**src/decrement_branch_nonzero_pkg.sv**
```systemverilog
// Shared constants and helpers for the decrement-and-branch-if-nonzero unit
`default_nettype none
package dbni_pkg;
  localparam int ADDR_W = 16;
  localparam logic [7:0] OPC_DEC_BRANCH = 8'h22;
  localparam int MODE_BIT = 7;
  localparam int SEL_LSB = 1;
  localparam int SEL_MSB = 6;
  localparam int IDX_BIT = 0;
  localparam int OFF_MSB = 6;
  localparam int NINTH_FLAG_BIT = 1;
  localparam logic [ADDR_W-1:0] PC_STEP = 16'h0003;
  localparam logic [ADDR_W-1:0] BASE_ZERO_ADDR = 16'h0000;
  localparam logic [ADDR_W-1:0] ADDR_ONE = 16'h0001;
  localparam logic [ADDR_W-1:0] PTR_AREA_END = 16'h0080;
  localparam logic [8:0] DEC_ONE = 9'h001;

  typedef enum logic [2:0] {
    st_idle,
    st_ptr_lo,
    st_ptr_hi,
    st_opnd_rd,
    st_opnd_wr
  } dbni_state_t;

  // Two's-complement widening of an 8-bit displacement
  function automatic logic [ADDR_W-1:0] dbni_sext8(input logic [7:0] v);
    dbni_sext8 = {{(ADDR_W-8){v[7]}}, v};
  endfunction

  // Two's-complement widening of a 7-bit displacement
  function automatic logic [ADDR_W-1:0] dbni_sext7(input logic [6:0] v);
    dbni_sext7 = {{(ADDR_W-7){v[6]}}, v};
  endfunction
endpackage
`default_nettype wire

```
**src/decrement_branch_nonzero_core.sv**
```systemverilog
// Execution core for the indirect decrement-and-branch-if-nonzero forms
`default_nettype none
module dbni_core
  import dbni_pkg::*;
(
  input wire logic clk,
  input wire logic reset,
  input wire logic start,
  input wire logic [7:0] opcode_b0,
  input wire logic [7:0] opcode_b1,
  input wire logic [7:0] branch_displacement,
  input wire logic [dbni_pkg::ADDR_W-1:0] pc_in,
  input wire logic [7:0] index_reg,
  input wire logic [7:0] program_status_word_in,
  output logic busy_q,
  output logic done_q,
  output logic unsupported_q,
  output logic branch_taken_q,
  output logic [dbni_pkg::ADDR_W-1:0] pc_q,
  output logic [7:0] program_status_word_q,
  output logic mem_req_q,
  output logic mem_we_q,
  output logic [dbni_pkg::ADDR_W-1:0] mem_addr_q,
  output logic [7:0] mem_wdata_q,
  output logic mem_wbit8_q,
  input wire logic [7:0] mem_rdata,
  input wire logic mem_rbit8,
  input wire logic mem_has_bit8,
  input wire logic mem_ack
);
  import dbni_pkg::*;

  dbni_state_t state_q;
  dbni_state_t state_d;
  logic indexed_q;
  logic [6:0] offset_q;
  logic [7:0] index_q;
  logic [7:0] disp_q;
  logic [7:0] status_base_q;
  logic [ADDR_W-1:0] pc_base_q;
  logic [7:0] ptr_lo_q;
  logic [8:0] opnd9_q;
  logic [8:0] result_q;
  logic has_bit8_q;
  logic nonzero_q;

  // Opcode decode of the first two bytes
  wire logic first_ok;
  wire logic offset_form;
  wire logic indexed_form;
  wire logic legal;
  wire logic [5:0] selector;
  wire logic [ADDR_W-1:0] ptr_addr;
  assign first_ok = (opcode_b0 == OPC_DEC_BRANCH);
  assign offset_form = first_ok & opcode_b1[MODE_BIT];
  assign indexed_form = first_ok & ~opcode_b1[MODE_BIT] & opcode_b1[IDX_BIT];
  assign legal = offset_form | indexed_form;
  assign selector = opcode_b1[SEL_MSB:SEL_LSB];
  // offset form reads base pointer zero
  assign ptr_addr = indexed_form ? {{(ADDR_W-7){1'b0}}, selector, 1'b0} : BASE_ZERO_ADDR;

  // Operand address from the full pointer word
  wire logic [ADDR_W-1:0] opnd_addr;
  dbni_addr_gen u_addr (
    .pointer({mem_rdata, ptr_lo_q}),
    .indexed(indexed_q),
    .index_reg(index_q),
    .offset(offset_q),
    .addr(opnd_addr)
  );

  // Decrement straight off the read data so the write can follow the read ack
  wire logic [8:0] dec_result;
  wire logic dec_nonzero;
  dbni_dec9 u_dec (
    .value(mem_rdata),
    .has_bit8(mem_has_bit8),
    .bit8(mem_rbit8),
    .result(dec_result),
    .nonzero(dec_nonzero)
  );

  wire logic acked;
  wire logic result_nonzero;
  wire logic [ADDR_W-1:0] pc_fall;
  wire logic [ADDR_W-1:0] pc_branch;
  wire logic [7:0] status_next;
  assign acked = mem_req_q & mem_ack;
  // zero test on low byte only
  assign result_nonzero = nonzero_q;
  assign pc_fall = pc_base_q + PC_STEP;
  assign pc_branch = pc_fall + dbni_sext8(disp_q);
  // result bit 8 into the ninth-bit flag
  assign status_next = (status_base_q & ~(8'h01 << NINTH_FLAG_BIT)) | ({7'h00, result_q[8]} << NINTH_FLAG_BIT);

  always_comb begin
    state_d = state_q;
    unique case (state_q)
      st_idle: begin
        if (start && legal) begin
          state_d = st_ptr_lo;
        end
      end
      st_ptr_lo: begin
        if (acked) begin
          state_d = st_ptr_hi;
        end
      end
      st_ptr_hi: begin
        if (acked) begin
          state_d = st_opnd_rd;
        end
      end
      st_opnd_rd: begin
        if (acked) begin
          state_d = st_opnd_wr;
        end
      end
      st_opnd_wr: begin
        if (acked) begin
          state_d = st_idle;
        end
      end
    endcase
  end

  always_ff @(posedge clk) begin
    if (reset) begin
      state_q <= st_idle;
    end else begin
      state_q <= state_d;
    end
  end

  // Instruction capture; the caller's values are only sampled at start
  always_ff @(posedge clk) begin
    if (reset) begin
      indexed_q <= 1'b0;
      offset_q <= 7'h00;
      index_q <= 8'h00;
      disp_q <= 8'h00;
      status_base_q <= 8'h00;
      pc_base_q <= 16'h0000;
    end else if (state_q == st_idle && start) begin
      indexed_q <= indexed_form;
      offset_q <= opcode_b1[OFF_MSB:0];
      index_q <= index_reg;
      disp_q <= branch_displacement;
      status_base_q <= program_status_word_in;
      pc_base_q <= pc_in;
    end
  end

  // Memory port sequencing: pointer low, pointer high, operand read, write back
  always_ff @(posedge clk) begin
    if (reset) begin
      mem_req_q <= 1'b0;
      mem_we_q <= 1'b0;
      mem_addr_q <= 16'h0000;
      mem_wdata_q <= 8'h00;
      mem_wbit8_q <= 1'b0;
      ptr_lo_q <= 8'h00;
      opnd9_q <= 9'h000;
      result_q <= 9'h000;
      has_bit8_q <= 1'b0;
      nonzero_q <= 1'b0;
    end else begin
      unique case (state_q)
        st_idle: begin
          if (start && legal) begin
            mem_req_q <= 1'b1;
            mem_we_q <= 1'b0;
            mem_addr_q <= ptr_addr;
          end
        end
        st_ptr_lo: begin
          if (acked) begin
            ptr_lo_q <= mem_rdata;
            mem_addr_q <= mem_addr_q + ADDR_ONE;
          end
        end
        st_ptr_hi: begin
          // operand address from pointer word and displacement
          if (acked) begin
            mem_addr_q <= opnd_addr;
          end
        end
        st_opnd_rd: begin
          if (acked) begin
            opnd9_q <= {mem_has_bit8 ? mem_rbit8 : 1'b1, mem_rdata};
            has_bit8_q <= mem_has_bit8;
            nonzero_q <= dec_nonzero;
            result_q <= dec_result;
            mem_we_q <= 1'b1;
            mem_wdata_q <= dec_result[7:0];
            mem_wbit8_q <= dec_result[8];
          end
        end
        st_opnd_wr: begin
          if (acked) begin
            mem_req_q <= 1'b0;
            mem_we_q <= 1'b0;
          end
        end
      endcase
    end
  end

  // Completion: program counter, flag and branch outcome
  always_ff @(posedge clk) begin
    if (reset) begin
      busy_q <= 1'b0;
      done_q <= 1'b0;
      unsupported_q <= 1'b0;
      branch_taken_q <= 1'b0;
      pc_q <= 16'h0000;
      program_status_word_q <= 8'h00;
    end else begin
      busy_q <= (state_d != st_idle);
      done_q <= 1'b0;
      unsupported_q <= (state_q == st_idle) && start && !legal;
      if (state_q == st_opnd_wr && acked) begin
        done_q <= 1'b1;
        branch_taken_q <= result_nonzero;
        pc_q <= result_nonzero ? pc_branch : pc_fall;
        // flag update for any operand width
        program_status_word_q <= status_next;
      end
    end
  end

  // Checks on the outputs against their causes

  ptr_area_a: assert property (@(posedge clk) disable iff (reset)
    (state_q == st_ptr_lo) |-> (mem_addr_q < PTR_AREA_END))
    else $error("pointer fetch outside the pointer area");

  indexed_addr_a: assert property (@(posedge clk) disable iff (reset)
    (state_q == st_ptr_hi && acked && indexed_q)
      |=> (mem_addr_q == {$past(mem_rdata), ptr_lo_q} + dbni_sext8(index_q)))
    else $error("indexed operand address wrong");

  offset_addr_a: assert property (@(posedge clk) disable iff (reset)
    (state_q == st_ptr_hi && acked && !indexed_q)
      |=> (mem_addr_q == {$past(mem_rdata), ptr_lo_q} + dbni_sext7(offset_q)))
    else $error("offset operand address wrong");

  base_zero_a: assert property (@(posedge clk) disable iff (reset)
    (state_q == st_idle && start && offset_form) |=> (mem_addr_q == BASE_ZERO_ADDR && !mem_we_q))
    else $error("offset form did not fetch base pointer zero");

  decode_reject_a: assert property (@(posedge clk) disable iff (reset)
    (state_q == st_idle && start && !legal) |=> (unsupported_q && !mem_req_q && state_q == st_idle))
    else $error("unsupported encoding was executed");

  write_value_a: assert property (@(posedge clk) disable iff (reset)
    (state_q == st_opnd_wr) |-> (mem_we_q && {mem_wbit8_q, mem_wdata_q} == opnd9_q - DEC_ONE))
    else $error("written value is not operand minus one");

  assumed_bit_a: assert property (@(posedge clk) disable iff (reset)
    (state_q == st_opnd_wr && !has_bit8_q) |-> opnd9_q[8])
    else $error("missing ninth bit not taken as one");

  ninth_flag_a: assert property (@(posedge clk) disable iff (reset)
    done_q |-> (program_status_word_q[NINTH_FLAG_BIT] == result_q[8]))
    else $error("ninth-bit flag does not match result bit 8");

  taken_pc_a: assert property (@(posedge clk) disable iff (reset)
    (done_q && branch_taken_q) |-> (pc_q == pc_base_q + PC_STEP + dbni_sext8(disp_q)))
    else $error("branch target wrong");

  fall_pc_a: assert property (@(posedge clk) disable iff (reset)
    (done_q && !branch_taken_q) |-> (pc_q == pc_base_q + PC_STEP && result_q[7:0] == 8'h00))
    else $error("fall-through address wrong");

  zero_test_a: assert property (@(posedge clk) disable iff (reset)
    done_q |-> (branch_taken_q == (result_q[7:0] != 8'h00)))
    else $error("branch decision ignores low byte");

  sequence_len_a: assert property (@(posedge clk) disable iff (reset)
    (state_q == st_idle && start && indexed_form)
      |=> (mem_addr_q == {{(ADDR_W-7){1'b0}}, $past(selector), 1'b0}) ##[1:1000] done_q)
    else $error("indexed instruction did not complete");
endmodule
`default_nettype wire

```
**src/decrement_branch_nonzero_units.sv**
```systemverilog
// Operand address adder and 9-bit decrementer for the decrement-and-branch unit
`default_nettype none
module dbni_addr_gen
  import dbni_pkg::*;
(
  input wire logic [dbni_pkg::ADDR_W-1:0] pointer,
  input wire logic indexed,
  input wire logic [7:0] index_reg,
  input wire logic [6:0] offset,
  output logic [dbni_pkg::ADDR_W-1:0] addr
);
  wire logic [ADDR_W-1:0] disp;
  assign disp = indexed ? dbni_sext8(index_reg) : dbni_sext7(offset);
  assign addr = pointer + disp;
endmodule

module dbni_dec9
  import dbni_pkg::*;
(
  input wire logic [7:0] value,
  input wire logic has_bit8,
  input wire logic bit8,
  output logic [8:0] result,
  output logic nonzero
);
  wire logic eff_bit8;
  // missing ninth bit reads as one
  assign eff_bit8 = has_bit8 ? bit8 : 1'b1;
  assign result = {eff_bit8, value} - DEC_ONE;
  assign nonzero = |result[7:0];
endmodule
`default_nettype wire

```
**config.mk**
```make
export PLATFORM = sky130hd
export DESIGN_NAME = dbni_core
export DESIGN_NICKNAME = d
export VERILOG_FILES = /design/src/decrement_branch_nonzero_pkg.sv /design/src/decrement_branch_nonzero_core.sv /design/src/decrement_branch_nonzero_units.sv
export SDC_FILE = /design/constraint.sdc
export NUM_CORES = 1
export LEC_CHECK = 0
export ABC_AREA = 1
export BUFFER_PORTS_ARGS = -buffer_cell sky130_fd_sc_hd__buf_2
export CAP_MARGIN = 20
export CORE_ASPECT_RATIO = 0.5
export CORE_UTILIZATION = 51
export DETAILED_ROUTE_END_ITERATION = 12
export PLACE_DENSITY = 0.87
export SLEW_MARGIN = 25
export SYNTH_ARGS = -nofsm -noshare
export SYNTH_HDL_FRONTEND = slang
export SYNTH_SLANG_ARGS = --single-unit
```
**constraint.sdc**
```tcl
create_clock -name clk -period 2.45 [get_ports clk]
set_clock_uncertainty 0.2 [all_clocks]
set_input_delay 0 -clock clk [delete_from_list [all_inputs] [get_ports clk]]
set_output_delay 0 -clock clk [all_outputs]
set_load 0.02 [all_outputs]
```
==> results of run 1 <==
## stage by stage
| stage | hold WS, ns | util (%) | instances | setup slack [ns] | instance area, sq um |
|---|---|---|---|---|---|
| detailed placement | 0.0556 | 64.2 | 1418 | -0.233 | 8370 |
| global placement | 0.0556 | 64.2 | 1418 | -0.166 | 8370 |
| floorplan | -0.110 | - | 1078 | -0.0667 | 7050 |
| CTS | 0.0933 | 78.8 | 1562 | -0.147 | 10300 |
## routing by layer
metal	track usage, %	overflow
met1	81.5	5
met2	95.5	55
met3	70.1	4
met4	89.7	71
met5	42.5	0
## kinds of logic after synthesis
kind of cell               after synthesis
and+or+nand+nor                        511
AOI/OAI and AO/OA                      234
buffers and inverters                  159
DFF                                    114
adders and majority gates               39
xor gates and xnor gates                21
## synthesized netlist by cell type, types with 3 or more instances
cell type	count	area share, %
or2_2	5	0.45
inv_1	119	6.4
nand4_1	10	0.89
inv_2	5	0.27
buf_4	3	0.32
nand3_1	70	5.0
a31oi_1	7	0.63
dfxtp_1	114	33
nand3b_1	4	0.43
buf_2	5	0.36
a21oi_2	3	0.38
ha_1	37	6.6
o21ai_0	95	6.8
a21oi_1	105	7.5
nor3_1	19	1.4
nand2_1	273	15
clkbuf_1	23	1.2
a21o_1	4	0.43
nor2_1	118	6.3
xor2_1	17	2.1
o21bai_1	7	0.75
o211ai_1	4	0.43
xnor2_1	4	0.50
## repair_timing
action	4_1_cts
pin swaps	24
setup buffers	11
endpoints found under the setup margin	18
gates cloned	0
endpoints found under the hold margin	99
gates resized for setup	49
hold buffers	102
==> flow_summary.ini, run 1 <==
[run_status]
run_status = did not finish
stop_stage = 5_1_grt
tool.error = [ERROR GRT-0232] Routing congestion too high. Check the congestion heatmap in the GUI.

[floorplan]
start_util_pct = 53.7
io_pins = 125
rows = 29
die_h_microns = 84.8
die_w_microns = 168

[synthesis]
synth_compound_area_share_pct = 17.9
synthXorXnorAreaFrac_pct = 2.63
synth_fa_ha_area_share_pct = 7.20
synth_nets = 1187
synth_cell_types = 42
async_flop_share_pct = 0
avgSynthCellArea_sq_um = 6.48
synth_top_family_by_area = simple AND/OR/NAND/NOR gates
synth_edf_count = 0
ys.flop_type = dfxtp_1
synth_mux_area_share_pct = 0
synth-seq-cells = 114
synth-simple-area-share_pct = 30.7
netlist_area_sq_mm = 0.00699
yosys_warnings = 0
ys_seq_area_share_pct = 32.6
syn_inst = 1078

[clock_network]
clock-sinks = 114
clock_path_buffers = 2
cts_buffers = 17
cts_root_buffer = clkbuf_16
cts_max_level = 4

[sta]
worst-ep-kind = sequential cell input
grt-worst-endpoint = pc_q[12]$_SDFFE_PP0P_/D

[global_route]
antenna_found_initial = 9
track_usage_pct = 82.6
grt_max_degree = 44
grt_overflow = 135

[place]
numPortBuffers = 123
gp_congestion = 0.917
hpwl_microns = 14800
==> run 2: changes to the inputs <==
CORE_ASPECT_RATIO = default   (was 0.5)
CORE_UTILIZATION = 40   (was 51)
PLACE_DENSITY = default   (was 0.87)
PLACE_DENSITY_LB_ADDON = 0.15   (was default)
clock period = 3.2 ns   (was 2.45 ns; I/O delays follow)
==> run 2 against run 1 <==
The run now ends clean. Synthesized area is the same. Synthesized cell count is the same.
==> flow_summary.ini, run 2 <==
[sta]
period_minus_slack_ns = 2.90
timing.final.max_slew_violations = 0
worst_slew_pin_slew_ns = 0.886
finalSetupViolations = 0
fin_tns_setup_ns = 0
slew_headroom_pct = 40.9
hold_violations = 0
rsz0062_at_grt = no
fmax_ghz = 0.345
finalCritPeriodShare_pct = 90.6

[clock_network]
cts_max_level = 4
cts_tree = yes
clock_path_buffers = 2
clk_pin_slew_ns = 0.06
cts_root_buffer = clkbuf_16
clock-sinks = 114
cts_buffers = 17
cts_setup_buffers = 0
worstSkewPairLatency_ns = 0.42

[detailed_routing]
postRouteAntennaNets = 0
vias = 7611
wire_per_inst_microns = 13.9
drt_iter0_markers = 431
wirelength_microns = 21200
drtPass1Iterations = 5
viasPerCell = 4.99
drc_errors = 0

[global_route]
grt_max_degree = 73
grt_pass1_vias = 6999
track_usage_pct = 24.1
antenna_found_initial = 0
grt_pass1_wl_microns = 34300
grt_overflow = 0

[synthesis]
synth_edf_count = 0
ys_seq_area_share_pct = 32.6
yosys_warnings = 0
yosysMostFrequentCell = nand2_1
async_flop_share_pct = 0
synth_top_area_share_pct = 32.6
ys.flop_type = dfxtp_1
syn_inst = 1078
avgSynthCellArea_sq_um = 6.48
netlist_area_sq_mm = 0.00699
synthTopCellsByArea = dfxtp_1, nand2_1, a21oi_1
yosysTopAreaCell = dfxtp_1
synth_commonest_cells = nand2_1, inv_1, nor2_1, dfxtp_1, a21oi_1
synth_cell_types = 42
synth_nets = 1187
synth-seq-cells = 114

[pwr]
p_leak_nw = 4.61
p_per_area_mw_per_mm2 = 446
ir_drop_uv = 368

[worst_setup_path]
crit_type = reg -> reg
cp-end-kind = flop
cp_data_arrival_time_ns = 3.02
path_max_fanout = 5
required_ns = 3.32
cp-start-kind = flop

[layout]
drive_gt1_share_pct = 15.0
area_growth_pct = 33.9
layout.nets = 1400
instances_no_fill = 1525
final_common_cell = nand2_1
final_cell_mix = nand2_1, buf_2, nor2_1, inv_1, dfxtp_1
top_regs = mem_addr_q: 16 flops, pc_base_q: 16 flops, pc_q: 16 flops

[flow_run]
cap_violations = 0

[place]
placed_cells = 1399
gp_congestion = 0.914
hpwl_microns = 14800
numPortBuffers = 123

[floorplan]
die_w_microns = 134
start_util_pct = 41.6
rows = 47
die_h_microns = 134
core-area_sq_mm = 0.0168
die-area_sq_mm = 0.0180
io_pins = 125

[run_status]
run_status = complete, no violations

[hold_path]
hold_class = in -> reg
[run 2: cell counts after synthesis]
No cell type changed its count.
[run 2: through the flow]
| step | hold slack, ns | utilization (%) | worst slack [ns] | total power, mW | area [sq um] |
|---|---|---|---|---|---|
| 2_1_floorplan | -0.110 | - | 0.510 | 1.99 | 6990 |
| 3_3_place_gp | 0.0438 | 46.5 | 0.278 | 2.17 | 7820 |
| 3_5_place_dp | 0.0554 | 46.5 | 0.252 | 2.18 | 7820 |
| 4_1_cts | 0.0000266 | 55.6 | 0.239 | 4.18 | 9340 |
| 5_1_grt | 0.0553 | 55.6 | 0.00192 | 4.36 | 9360 |
| 6_report | 0.0292 | 55.6 | 0.300 | 4.17 | 9360 |
[run 2: worst paths after layout]
check / startpoint / end / slack [ns] / depth (start not counted)
min reg2reg: offset_q[3]$_SDFFE_PP0P_ / offset_q[3]$_SDFFE_PP0P_ / 0.24 / 2
max reg2reg: pc_base_q[0]$_SDFFE_PP0P_ / pc_q[15]$_SDFFE_PP0P_ / 0.30 / 20
max: pc_base_q[0]$_SDFFE_PP0P_ / pc_q[15]$_SDFFE_PP0P_ / 0.30 / 20
min: opcode_b0[0] / state_q[2]$_SDFF_PP0_ / 0.03 / 7
[run 2: cell families after synthesis]
kind of cell	count (synthesis)	synth area share (%)
AND/OR/NAND/NOR	511	30.7
AO/OA/AOI/OAI	234	17.9
buffers and inverters	159	8.91
flip-flops	114	32.6
adder cells (fa/ha/maj)	39	7.20
XOR/XNOR	21	2.63
[run 2: cell type report]
cell class                 count  area (sq um)
clock buffer                  18           439
fill                        1725          7460
multi-input combinational    805          4100
antenna                        1          2.50
clock inverter                14           154
inverter                     125           469
sequential                   114          2280
timing repair buffer         228          1640
tap                          220           275
[run 2: per-layer routing]
layer / track usage [%] / share of wire (%)
met2: 36.5 / 42
met3: 4.61 / 5.3
met5: 0 / 0
met4: 6.87 / 1.1
met1: 34.6 / 51
[run 2: critical path, cell delays in order (launching register included)]
cell and delay [ns]:
dfxtp_1 0.33, inv_1 0.08, ha_1 0.24, nor2_2 0.10
nand2_1 0.08, inv_2 0.09, nand2_1 0.09, nor3_1 0.15
nand2_1 0.09, and2_1 0.17, ha_1 0.32, a21oi_1 0.20
nand2_1 0.11, a21oi_2 0.14, nand2_1 0.07, nand2_1 0.07
nand3_1 0.07, nand2_1 0.06, nand3_1 0.06, nand2_1 0.07
inv_1 0.03
[run 2: report_power, final]
part	switching (mW)	total (mW)	leakage (nW)	internal, mW
Sequential	0.0499	1.53	0.929	1.48
Clock	0.751	1.93	0.283	1.17
Combinational	0.426	0.716	3.40	0.291
[run 2: what timing repair did]
item / 4_1_cts / 5_1_grt
hold buffers: 93 / 0
hold endpoints to repair: 95 / 0
setup endpoints to repair: 0 / 2
resized for setup: 0 / 5
No activity file was read; power rests on OpenSTA's default activity.
